`config.mk`:
```
export PLATFORM = sky130hd
export DESIGN_NAME = ats_sequencer
export DESIGN_NICKNAME = d
export VERILOG_FILES = /design/src/rtl/ats_pkg.sv /design/src/rtl/ats_sequencer.sv
export SDC_FILE = /design/constraint.sdc
export NUM_CORES = 1
export LEC_CHECK = 0
export BUFFER_PORTS_ARGS = -buffer_cell sky130_fd_sc_hd__buf_4
export CORE_MARGIN = 2
export CORE_UTILIZATION = 30
export CTS_CLUSTER_SIZE = 30
export DETAILED_ROUTE_END_ITERATION = 10
export GPL_TIMING_DRIVEN = 0
export MAX_ROUTING_LAYER = met4
export RECOVER_POWER = 25
export SYNTH_ARGS = -nofsm -noshare
export SYNTH_HDL_FRONTEND = slang
export SYNTH_SLANG_ARGS = --single-unit
export TNS_END_PERCENT = 50
```
`constraint.sdc`:
```
create_clock -name clk -period 15.8 [get_ports clk]
set_input_delay 1.58 -clock clk [delete_from_list [all_inputs] [get_ports clk]]
set_output_delay 1.58 -clock clk [all_outputs]
set_load 0.1 [all_outputs]
```
`src/rtl/ats_pkg.sv`:
```
// Package of types and constants for the arm/trigger sequencer
package ats_pkg;
  localparam int          NUM_SRC        = 8;
  localparam int          CNT_W          = 32;
  localparam int          NUM_LINES      = 8;
  localparam logic [15:0] ARM_REPEAT_RST = 16'h0001;
  localparam logic [15:0] TRIG_REPEAT_RST = 16'h0001;
  localparam logic [CNT_W-1:0] GUARD_CYCLES = 32'h0000_0001;

  typedef enum logic [1:0] {
    ATS_HIGH,
    ATS_LOW,
    ATS_RISE,
    ATS_FALL
  } ats_cond_e;

  typedef enum logic {
    ATS_OP_AND,
    ATS_OP_OR
  } ats_op_e;

  typedef struct packed {
    logic [NUM_SRC-1:0]         enable;
    ats_cond_e [NUM_SRC-1:0]    cond;
    ats_op_e                    source_combine_op;
  } ats_src_cfg_s;

  typedef struct packed {
    ats_src_cfg_s               arm_src;
    ats_src_cfg_s               trig_src;
    logic [$clog2(NUM_SRC)-1:0] start_sel;
    logic [15:0]                arm_repeat_total;
    logic [15:0]                trigger_repeat_total;
    logic [CNT_W-1:0]           arm_delay;
    logic signed [CNT_W-1:0]    trig_delay;
    logic [CNT_W-1:0]           holdoff;
    logic [CNT_W-1:0]           settle_cycles;
    logic [NUM_LINES-1:0]       sync_path_select;
    logic [NUM_LINES-1:0]       handshake_path_select;
  } ats_cfg_s;

  typedef struct packed {
    logic                       acq_start;
    logic [CNT_W-1:0]           pretrig_len;
  } ats_acq_s;
endpackage

```
`src/rtl/ats_sequencer.sv`:
```
// Arm/trigger measurement sequencer
`timescale 1ns/1ns
module ats_sequencer
  import ats_pkg::*;
(
  input  wire logic                         clk,
  input  wire logic                         sys_rst,
  input  wire ats_pkg::ats_cfg_s            cfg,
  input  wire logic                         initiate,
  input  wire logic                         abort,
  input  wire logic [ats_pkg::NUM_SRC-1:0]  src_pins,
  input  wire logic [ats_pkg::NUM_LINES-1:0] line_in,
  output logic [ats_pkg::NUM_LINES-1:0]     line_out,
  output logic [ats_pkg::NUM_LINES-1:0]     line_oe_n,
  output ats_pkg::ats_acq_s                 acq,
  output logic                              armed,
  output logic                              busy,
  output logic                              done,
  output logic [2:0]                        state_code
);
  import ats_pkg::*;

  // ****************************************
  // Input synchronisers and edge history
  // ****************************************
  logic [NUM_SRC-1:0]   src_m;
  logic [NUM_SRC-1:0]   src_s;
  logic [NUM_SRC-1:0]   src_d;
  logic [NUM_LINES-1:0] line_m;
  logic [NUM_LINES-1:0] line_s;

  always_ff @(posedge clk) begin
    if (sys_rst) begin
      src_m  <= '0;
      src_s  <= '0;
      src_d  <= '0;
      line_m <= '0;
      line_s <= '0;
    end else begin
      src_m  <= src_pins;
      src_s  <= src_m;
      src_d  <= src_s;
      line_m <= line_in;
      line_s <= line_m;
    end
  end

  // Combine enabled sources; no source enabled reads as always satisfied
  function automatic logic combine(input ats_src_cfg_s c, input logic [NUM_SRC-1:0] now,
                                   input logic [NUM_SRC-1:0] prev);
    logic hit;
    logic acc_and;
    logic acc_or;
    acc_and = 1'b1;
    acc_or  = 1'b0;
    for (int i = 0; i < NUM_SRC; i++) begin
      case (c.cond[i])
        ATS_HIGH: hit = now[i];
        ATS_LOW:  hit = !now[i];
        ATS_RISE: hit = now[i] && !prev[i];
        ATS_FALL: hit = !now[i] && prev[i];
        default:  hit = 1'b0;
      endcase
      if (c.enable[i]) begin
        acc_and = acc_and & hit;
        acc_or  = acc_or | hit;
      end
    end
    if (c.enable == '0) begin
      return 1'b1;
    end
    return (c.source_combine_op == ATS_OP_AND) ? acc_and : acc_or;
  endfunction

  logic arm_cond;
  logic trig_cond;
  logic start_fall;
  logic sync_seen;
  logic coord_seen;

  assign arm_cond   = combine(cfg.arm_src, src_s, src_d);
  assign trig_cond  = combine(cfg.trig_src, src_s, src_d);
  assign start_fall = !src_s[cfg.start_sel] && src_d[cfg.start_sel];
  assign sync_seen  = |(line_s & cfg.sync_path_select);
  assign coord_seen = |(line_s & cfg.handshake_path_select);

  // ****************************************
  // State machine
  // ****************************************
  typedef enum logic [2:0] {
    ST_IDLE,
    ST_PREP,
    ST_SYNC,
    ST_WAIT_START,
    ST_WAIT_ARM,
    ST_ARM_DELAY,
    ST_WAIT_TRIG,
    ST_STEP
  } ats_state_e;

  ats_state_e       state;
  ats_state_e       step_target;
  logic [CNT_W-1:0] cnt;
  logic [CNT_W-1:0] holdoff_cnt;
  logic [CNT_W-1:0] guard_cnt;
  logic [CNT_W-1:0] delay_cnt;
  logic             delay_run;
  logic [15:0]      arm_done;
  logic [15:0]      trig_done;
  logic             trig_ok;
  logic             trig_hit;
  logic             last_trig;
  logic             last_arm;
  logic [1:0]       step_age;

  assign trig_ok   = (holdoff_cnt == '0) && (guard_cnt == '0);
  assign trig_hit  = (state == ST_WAIT_TRIG) && trig_ok && trig_cond;
  assign last_trig = (trig_done + 16'h0001) >= cfg.trigger_repeat_total;
  assign last_arm  = (cfg.arm_repeat_total != 16'h0000)
                     && ((arm_done + 16'h0001) >= cfg.arm_repeat_total);

  always_ff @(posedge clk) begin
    if (sys_rst) begin
      state       <= ST_IDLE;
      step_target <= ST_IDLE;
      cnt         <= '0;
      arm_done    <= '0;
      trig_done   <= '0;
      done        <= 1'b0;
    end else if (abort) begin
      state     <= ST_IDLE;
      cnt       <= '0;
      arm_done  <= '0;
      trig_done <= '0;
    end else begin
      case (state)
        ST_IDLE: begin
          if (initiate) begin
            state     <= ST_PREP;
            cnt       <= cfg.settle_cycles;
            done      <= 1'b0;
            arm_done  <= '0;
            trig_done <= '0;
          end
        end
        ST_PREP: begin
          if (cnt != '0) begin
            cnt <= cnt - 32'h0000_0001;
          end else begin
            state <= ST_SYNC;
          end
        end
        ST_SYNC: begin
          if (sync_seen || cfg.sync_path_select == '0) begin
            state <= ST_WAIT_START;
          end
        end
        ST_WAIT_START: begin
          if (start_fall) begin
            state       <= ST_STEP;
            step_target <= ST_WAIT_ARM;
          end
        end
        ST_WAIT_ARM: begin
          if (arm_cond) begin
            state <= ST_ARM_DELAY;
            cnt   <= cfg.arm_delay;
          end
        end
        ST_ARM_DELAY: begin
          if (cnt != '0) begin
            cnt <= cnt - 32'h0000_0001;
          end else begin
            state       <= ST_STEP;
            step_target <= ST_WAIT_TRIG;
            trig_done   <= '0;
          end
        end
        ST_WAIT_TRIG: begin
          if (trig_hit) begin
            trig_done <= trig_done + 16'h0001;
            if (last_trig) begin
              arm_done <= arm_done + 16'h0001;
              state    <= ST_STEP;
              if (last_arm) begin
                step_target <= ST_IDLE;
                done        <= 1'b1;
              end else begin
                step_target <= ST_WAIT_ARM;
              end
            end
          end
        end
        ST_STEP: begin
          if (cfg.handshake_path_select == '0 || (coord_seen && step_age == 2'h3)) begin
            state <= step_target;
          end
        end
        default: state <= ST_IDLE;
      endcase
    end
  end

  // ****************************************
  // Holdoff and guard timers
  // ****************************************
  always_ff @(posedge clk) begin
    if (sys_rst || abort) begin
      holdoff_cnt <= '0;
      guard_cnt   <= '0;
    end else if (trig_hit) begin
      holdoff_cnt <= cfg.holdoff;
      guard_cnt   <= GUARD_CYCLES;
    end else begin
      if (holdoff_cnt != '0) holdoff_cnt <= holdoff_cnt - 32'h0000_0001;
      if (guard_cnt != '0) guard_cnt <= guard_cnt - 32'h0000_0001;
    end
  end

  // ****************************************
  // Trigger delay and acquisition start
  // ****************************************
  always_ff @(posedge clk) begin
    if (sys_rst || abort) begin
      delay_cnt <= '0;
      delay_run <= 1'b0;
      acq       <= '0;
    end else begin
      acq.acq_start <= 1'b0;
      if (trig_hit) begin
        if (cfg.trig_delay[CNT_W-1] || cfg.trig_delay == '0) begin
          acq.acq_start   <= 1'b1;
          acq.pretrig_len <= cfg.trig_delay[CNT_W-1] ? CNT_W'(-cfg.trig_delay) : '0;
        end else begin
          delay_cnt <= CNT_W'(cfg.trig_delay) - 32'h0000_0001;
          delay_run <= 1'b1;
        end
      end else if (delay_run) begin
        if (delay_cnt == '0) begin
          delay_run       <= 1'b0;
          acq.acq_start   <= 1'b1;
          acq.pretrig_len <= '0;
        end else begin
          delay_cnt <= delay_cnt - 32'h0000_0001;
        end
      end
    end
  end

  // ****************************************
  // Step age
  // ****************************************
  // Own release needs three cycles to show through the line synchroniser
  always_ff @(posedge clk) begin
    if (sys_rst || abort || state != ST_STEP) begin
      step_age <= '0;
    end else if (step_age != 2'h3) begin
      step_age <= step_age + 2'h1;
    end
  end

  // ****************************************
  // Status and coordination outputs
  // ****************************************
  always_ff @(posedge clk) begin
    if (sys_rst) begin
      armed      <= 1'b0;
      busy       <= 1'b0;
      state_code <= 3'h0;
      line_out   <= '0;
      line_oe_n  <= '1;
    end else begin
      armed      <= (state == ST_WAIT_TRIG);
      busy       <= (state != ST_IDLE);
      state_code <= state;
      line_out   <= '0;
      // Busy card holds its handshake lines low until it reaches a step point
      line_oe_n  <= (state != ST_IDLE && state != ST_STEP) ? ~cfg.handshake_path_select : '1;
    end
  end

  // ****************************************
  // Assertions
  // ****************************************
  trig_needs_arm_a: assert property (@(posedge clk) disable iff (sys_rst || abort)
    acq.acq_start && !$past(delay_run) |-> $past(state == ST_WAIT_TRIG))
    else $error("acquisition started while not armed");
  guard_blocks_a: assert property (@(posedge clk) disable iff (sys_rst || abort)
    trig_hit |=> !trig_hit) else $error("trigger accepted inside guard period");
  holdoff_blocks_a: assert property (@(posedge clk) disable iff (sys_rst || abort)
    trig_hit && cfg.holdoff > 32'h2 |=> !trig_hit [*2]) else $error("trigger inside holdoff");
  abort_idle_a: assert property (@(posedge clk) disable iff (sys_rst)
    abort |=> state == ST_IDLE) else $error("abort did not return to idle");
  arm_ignored_a: assert property (@(posedge clk) disable iff (sys_rst || abort)
    $rose(state == ST_ARM_DELAY) |-> $past(state == ST_WAIT_ARM && arm_cond))
    else $error("arm event taken outside arm wait");
  zero_delay_start_a: assert property (@(posedge clk) disable iff (sys_rst || abort)
    trig_hit && cfg.trig_delay == '0 |=> acq.acq_start) else $error("zero delay start missing");
  start_after_prep_a: assert property (@(posedge clk) disable iff (sys_rst || abort)
    state == ST_WAIT_START |-> $past(state) inside {ST_SYNC, ST_WAIT_START})
    else $error("start wait entered early");
  immediate_arm_a: assert property (@(posedge clk) disable iff (sys_rst || abort)
    state == ST_WAIT_ARM && cfg.arm_src.enable == '0 |=> state == ST_ARM_DELAY)
    else $error("immediate arm did not arm");
  cover_trig_c: cover property (@(posedge clk) trig_hit);
  cover_done_c: cover property (@(posedge clk) $rose(done));
  cover_pretrig_c: cover property (@(posedge clk) acq.acq_start && acq.pretrig_len != '0);
endmodule

```
# == Word level (Yosys, flattened, before mapping) ==
# Index checks and enable logic that the tools add are counted.
# W data, S select, Z words.
# op_classes
addsub,9
multipliers,0
n_div,0
n_lt_le_gt_ge,3
n_eq_ne,72
shifts,0
n_mux,109
bitwise_logic,33
reduce_logical,97
# ops
cell,n
$mux W32,10
$sub A32 B1 Y32 const B,5
$mux W33,4
$logic_not A32 Y1,4
$pmux W32 S3,1
$reduce_bool A32 Y1,3
$mux W16,5
$eq A2 B2 Y1 const B,33
$pmux W1 S4,16
$mux W1,52
$pmux W16 S3,1
$mux W3,14
$add A16 B1 Y16 const B,2
$eq A2 B1 Y1 const B,16
$ge A16 B16 Y1,2
$logic_not A2 Y1,16
$logic_not A8 Y1,4
$neg A32 Y32,1
$pmux W16 S2,1
$ne A2 B2 Y1 const B,13
$pmux W3 S8,1
$logic_and A1 B1 Y1,23
$logic_not A1 Y1,17
$and A8 B8 Y8,2
25 further kinds,77
# word_totals
ff_bits,256
latchBits,0
ramBits,0
mem_bits_ro,0
inputBits,249
out_inout_bits,55
elab_cells,346
n_memories,0

# == Longest topological paths before layout ==
# logic_depth
ltp_word,23
ltp_mapped,23
mapped_depth_nobuf,20

# == Least setup slack after synthesis ==
# OpenSTA, ideal clock, no wires.
# synth_path
path_kind,input -> register
from,input port cfg[190] (netlist name)
to,register delay_cnt[24]
setup_time_ps,117
arrival_ps,5974
t_required_ps,15683
setup_slack_ps,9708
path_stages,20
n_path_buf,3
cell_sequence,nor2b_1 a221oi_1 a2111oi_0 a31o_2 o211ai_1 clkbuf_1 clkbuf_1 clkbuf_1 nor2_1 a21oi_1 ha_1 inv_1 or3_1 or3_1 or3_1 mux2i_1 o21ai_0 nor2_1 nand2_1 a32o_1
# synth_via
elab_chain_len,13
elab_cells_between_ends,25
classes_between,5 x eq/ne; 10 x mux; 6 x bitwise; 4 x reduce/logical
# synth_lines
item,line,text
start: declaration,ats_sequencer.sv:8,"input wire ats_pkg::ats_cfg_s cfg,"
$eq A2 B2 Y1 (tied with other cells),ats_sequencer.sv:57,case (c.cond[i])
$pmux W1 S4 *,ats_sequencer.sv:57,
$and A1 B1 Y1 / $or A1 B1 Y1 (equally long branches),"ats_sequencer.sv:65, ats_sequencer.sv:66",
$mux W1,ats_sequencer.sv:64,if (c.enable[i]) begin
$and A1 B1 Y1 / $or A1 B1 Y1 (equally long branches),"ats_sequencer.sv:65, ats_sequencer.sv:66",
$mux W1,ats_sequencer.sv:64,
$and A1 B1 Y1 / $or A1 B1 Y1 (equally long branches),"ats_sequencer.sv:65, ats_sequencer.sv:66",
$mux W1,ats_sequencer.sv:64,
$mux W1 * (2 in a row),ats_sequencer.sv:72,return (c.source_combine_op == ATS_OP_AND) ? acc_and : acc_or;
$logic_and A1 B1 Y1 *,ats_sequencer.sv:117,assign trig_hit = (state == ST_WAIT_TRIG) && trig_ok && trig_cond;
$ne A2 B2 Y1 (no source line) / $reduce_bool A2 Y1 (equally long branches),-,
$reduce_and A3 Y1 (no source line),-,
end signal: assignment,ats_sequencer.sv:235,delay_cnt <= CNT_W'(cfg.trig_delay) - 32'h0000_0001;
end signal: assignment,ats_sequencer.sv:244,delay_cnt <= delay_cnt - 32'h0000_0001;
end: declaration,ats_sequencer.sv:106,logic [CNT_W-1:0] delay_cnt;
# Every way passes the cells marked *; elsewhere a longest branch is shown, timed or not.
# A chain may end at the register's enable or synchronous reset.

# == Worst setup path after layout ==
# layout_path
from,input port cfg[188] (netlist name)
to,register delay_cnt[24]
# layout_via
elab_chain_len,15
elab_cells_between_ends,29
classes_between,5 x eq/ne; 12 x mux; 8 x bitwise; 4 x reduce/logical
# layout_lines
item,line
$eq A2 B2 Y1 (tied with other cells),ats_sequencer.sv:57
$pmux W1 S4 *,ats_sequencer.sv:57
$and A1 B1 Y1 / $or A1 B1 Y1 (equally long branches),"ats_sequencer.sv:65, ats_sequencer.sv:66"
$mux W1,ats_sequencer.sv:64
$and A1 B1 Y1 / $or A1 B1 Y1 (equally long branches),"ats_sequencer.sv:65, ats_sequencer.sv:66"
$mux W1,ats_sequencer.sv:64
$and A1 B1 Y1 / $or A1 B1 Y1 (equally long branches),"ats_sequencer.sv:65, ats_sequencer.sv:66"
$mux W1,ats_sequencer.sv:64
$and A1 B1 Y1 / $or A1 B1 Y1 (equally long branches),"ats_sequencer.sv:65, ats_sequencer.sv:66"
$mux W1,ats_sequencer.sv:64
$mux W1 * (2 in a row),ats_sequencer.sv:72
$logic_and A1 B1 Y1 *,ats_sequencer.sv:117
$ne A2 B2 Y1 (no source line) / $reduce_bool A2 Y1 (equally long branches),-
$reduce_and A3 Y1 (no source line),-
# Marks and branches as above.

==> summary.txt <==
Status
  • Outcome: completed

Detailed routing
  • Post-Route WL: 54400 µm
  • Post-DRT Antenna Nets: 0
  • Vias per Instance: 5.29
  • DR iter-0 viols: 1362
  • Detailed Routing Iterations Pass 1: 7
  • # DRC: 0
  • Wire per inst: 18.3 µm
  • Via count: 15723

Clocking
  • CTS Buffer Depth: 3
  • Post_cts resized: 0
  • Post-CTS setup repair buffer count: 0
  • Root buf cell: clkbuf_16
  • CTS Buf Count: 31
  • CTS tree: built
  • Hold_buf cts: 0
  • Clk pin slew, worst setup/hold paths: 0.06 ns
  • Clk sink count: 255
  • Clk_lat worst skew: 0.61 ns
  • H-Tree Depth: 1

Flow run
  • Max Cap Viol: 0

Logic synthesis
  • Gate count of the mapped netlist: 1957
  • FFs w/ async S/R, synth: 0%
  • Synthesized area: 15000 µm²
  • Area share of the largest cell type after synthesis: 33.9%
  • Ys Warns: 0
  • Area leader, netlist: dfxtp_1
  • Largest cells by area after synthesis: dfxtp_1, nor2_1, a21oi_1
  • Top post-synthesis cells by count: nor2_1, dfxtp_1, nand2_1
  • Top-count cell post-synth: nor2_1
  • Top FF cell, synth: dfxtp_1
  • Post-synthesis sequential area ratio: 33.9%
  • Flops & latches, synth: 255
  • Post-synth EDFFs: 0
  • Synth Area per Inst: 7.69 µm²
  • Synth unique cells: 74

Critical path
  • CP max stage cell: o211ai_1
  • Crit Path Max Fanout: 10
  • Crit path DAT: 8.46 ns
  • CP startpoint kind: primary input
  • CP cell instances: buf_4 -> nor2b_1 -> a22oi_1 -> a2bb2oi_1 -> nand4_1 -> o211ai_1 -> clkbuf_1 -> clkbuf_1 -> clkbuf_1 -> nor2_1 -> a21oi_1 -> ha_1 -> inv_1 -> or3_1 -> or3_1 -> or3_1 -> mux2i_1 -> o21ai_0 -> nor2_1 -> nand2_1 -> a32o_1
  • CP Class: primary input to flip-flop
  • Slowest stage delay, CP: 0.68 ns
  • Data required time of the worst path: 16.28 ns
  • CP Capture Type: flip-flop

GRT
  • GRT overflow: 0
  • Total track usage: 20.7%
  • Initial antenna violation count: 2
  • First-pass GRT wire length: 84900 µm
  • Pin count of the biggest net entering global routing: 17
  • Vias in the first global route: 15081

Power
  • VDD IR max: 120 µV
  • P per Cell Area: 132 nW/µm²
  • Leakage power: 7.76 nW

Die
  • Initial Util: 30.2%
  • # rows: 82
  • Die Wd: 228 µm
  • Total I/O pin count: 304
  • Die area: 52000 µm²
  • Core box area: 49900 µm²
  • Die H: 228 µm

STA
  • Clock Skews: 0.0331 ns
  • Minimum clock period: 7.98 ns
  • Hold Violations, Final: 0
  • Pin slew with the least headroom to its limit: 1.32 ns
  • Final slew viol count: 0
  • Period utilisation layout: 50.5%
  • RSZ-0062 raised after global routing: no
  • Setup-failing EPs final: 0
  • Slew headroom: 12.5%
  • Final TNS setup: 0 ns
  • F_max: 0.125 GHz

Min path
  • Hold Path Class: flip-flop to flip-flop

Cells and area
  • Nets@finish: 2564
  • Layout Cells excl Fill: 2972
  • Area delta synth->final: 26.3%
  • Fill count: 5235
  • Reg area: 5100 µm²
  • Fraction of layout instances using a drive strength above 1: 16.2%
  • Multi-input combinational cell area: 9210 µm²

Place
  • IO Port Bufs: 278
  • Placed insts: 2914
  • Gpl congestion: 0.921
  • Dpl hpwl: 41800 µm
## power breakdown
part | internal [mW] | switching (mW)
logic | 0.418 | 0.552
clock network | 0.449 | 0.299
registers | 0.718 | 0.0671
## registers in the layout, indices dropped and copies added (netlist names), 16 cells and up
signal	flops
holdoff_cnt	32
guard_cnt	32
cnt	32
delay_cnt	32
arm_done	16
acq	33
trig_done	16
## path summary, 6_finish.rpt
check        cells past startpoint  startpoint  slack (ns)       endpoint
max                             21    cfg[188]        7.82  delay_cnt[24]
min                              1    src_m[4]        0.43       src_s[4]
max reg2reg                     20    src_s[4]        8.44  delay_cnt[24]
min reg2reg                      1    src_m[4]        0.43       src_s[4]
## final cells by class
type | count | area share, %
Clock inverter | 6 | 0.533
Timing Repair Buffer | 278 | 10.5
Antenna cell | 2 | 0.0263
Sequential cell | 255 | 26.9
Multi-Input combinational cell | 1518 | 48.4
Buffer | 119 | 2.65
Tap cell | 672 | 4.42
Inverter | 72 | 1.42
Clock buffer | 50 | 5.09
## per-layer routing
metal  global-route usage [%]  up-vias  routed length (µm)  part of all wire (%)
met5                        -        -                   0                     0
met4                     5.64        0                1420                   2.6
met3                     3.46       93                3440                   6.3
met2                     33.2      534               24800                    46
met1                     26.9     7447               24700                    45
li1                         -     7649                   -                     -
## stage by stage
step	hold WS [ns]	total power [mW]	util (%)	cell area (µm²)	setup slack, ns
2_1_floorplan	0.414	1.52	-	15100	9.71
3_3_place_gp	0.416	1.73	36.1	18000	7.26
3_5_place_dp	0.424	1.75	36.1	18000	7.24
4_1_cts	0.437	2.51	38.3	19100	7.83
5_1_grt	0.454	2.67	38.1	19000	7.41
6_report	0.430	2.50	38.1	19000	7.82
## cell usage in the layout (no fill, tap or decap), types with 13 or more instances in the layout
cell / count
a21o_1: 17
a21oi_1: 130
a22oi_1: 82
a31oi_1: 20
and3_1: 23
buf_2: 13
buf_4: 265
clkbuf_1: 123
clkbuf_16: 31
dfxtp_1: 255
ha_1: 40
inv_1: 72
mux2i_1: 34
nand2_1: 152
nand2b_1: 25
nand3_1: 41
nand4_1: 29
nor2_1: 265
nor2b_1: 59
nor3_1: 61
nor4_1: 41
o21ai_0: 122
or2_2: 18
or3_1: 33
or4_1: 33
xnor2_1: 71
xor2_1: 48
## cell families (layout without fill, tap and decap cells)
| logic type | after synthesis | in the layout | synth area share [%] |
|---|---|---|---|
| xor+xnor | 119 | 119 | 6.93 |
| simple gates | 820 | 820 | 26.9 |
| mux | 44 | 44 | 3.08 |
| flops | 255 | 255 | 33.9 |
| buf+inv | 191 | 525 | 5.15 |
| compound gates | 487 | 487 | 20.7 |
| fa+ha+maj | 40 | 40 | 3.33 |
| other cells | 1 | 10 | 0.0249 |
## critical path, delay by kind of cell
family,cells,cell delay [ns]
and+or+nand+nor,8,1.99
AOI/OAI and AO/OA,6,2.10
adders and majority gates,1,0.27
buffers and inverters,5,1.89
muxes,1,0.64
Note: power is estimated with default switching activity, not from simulation.
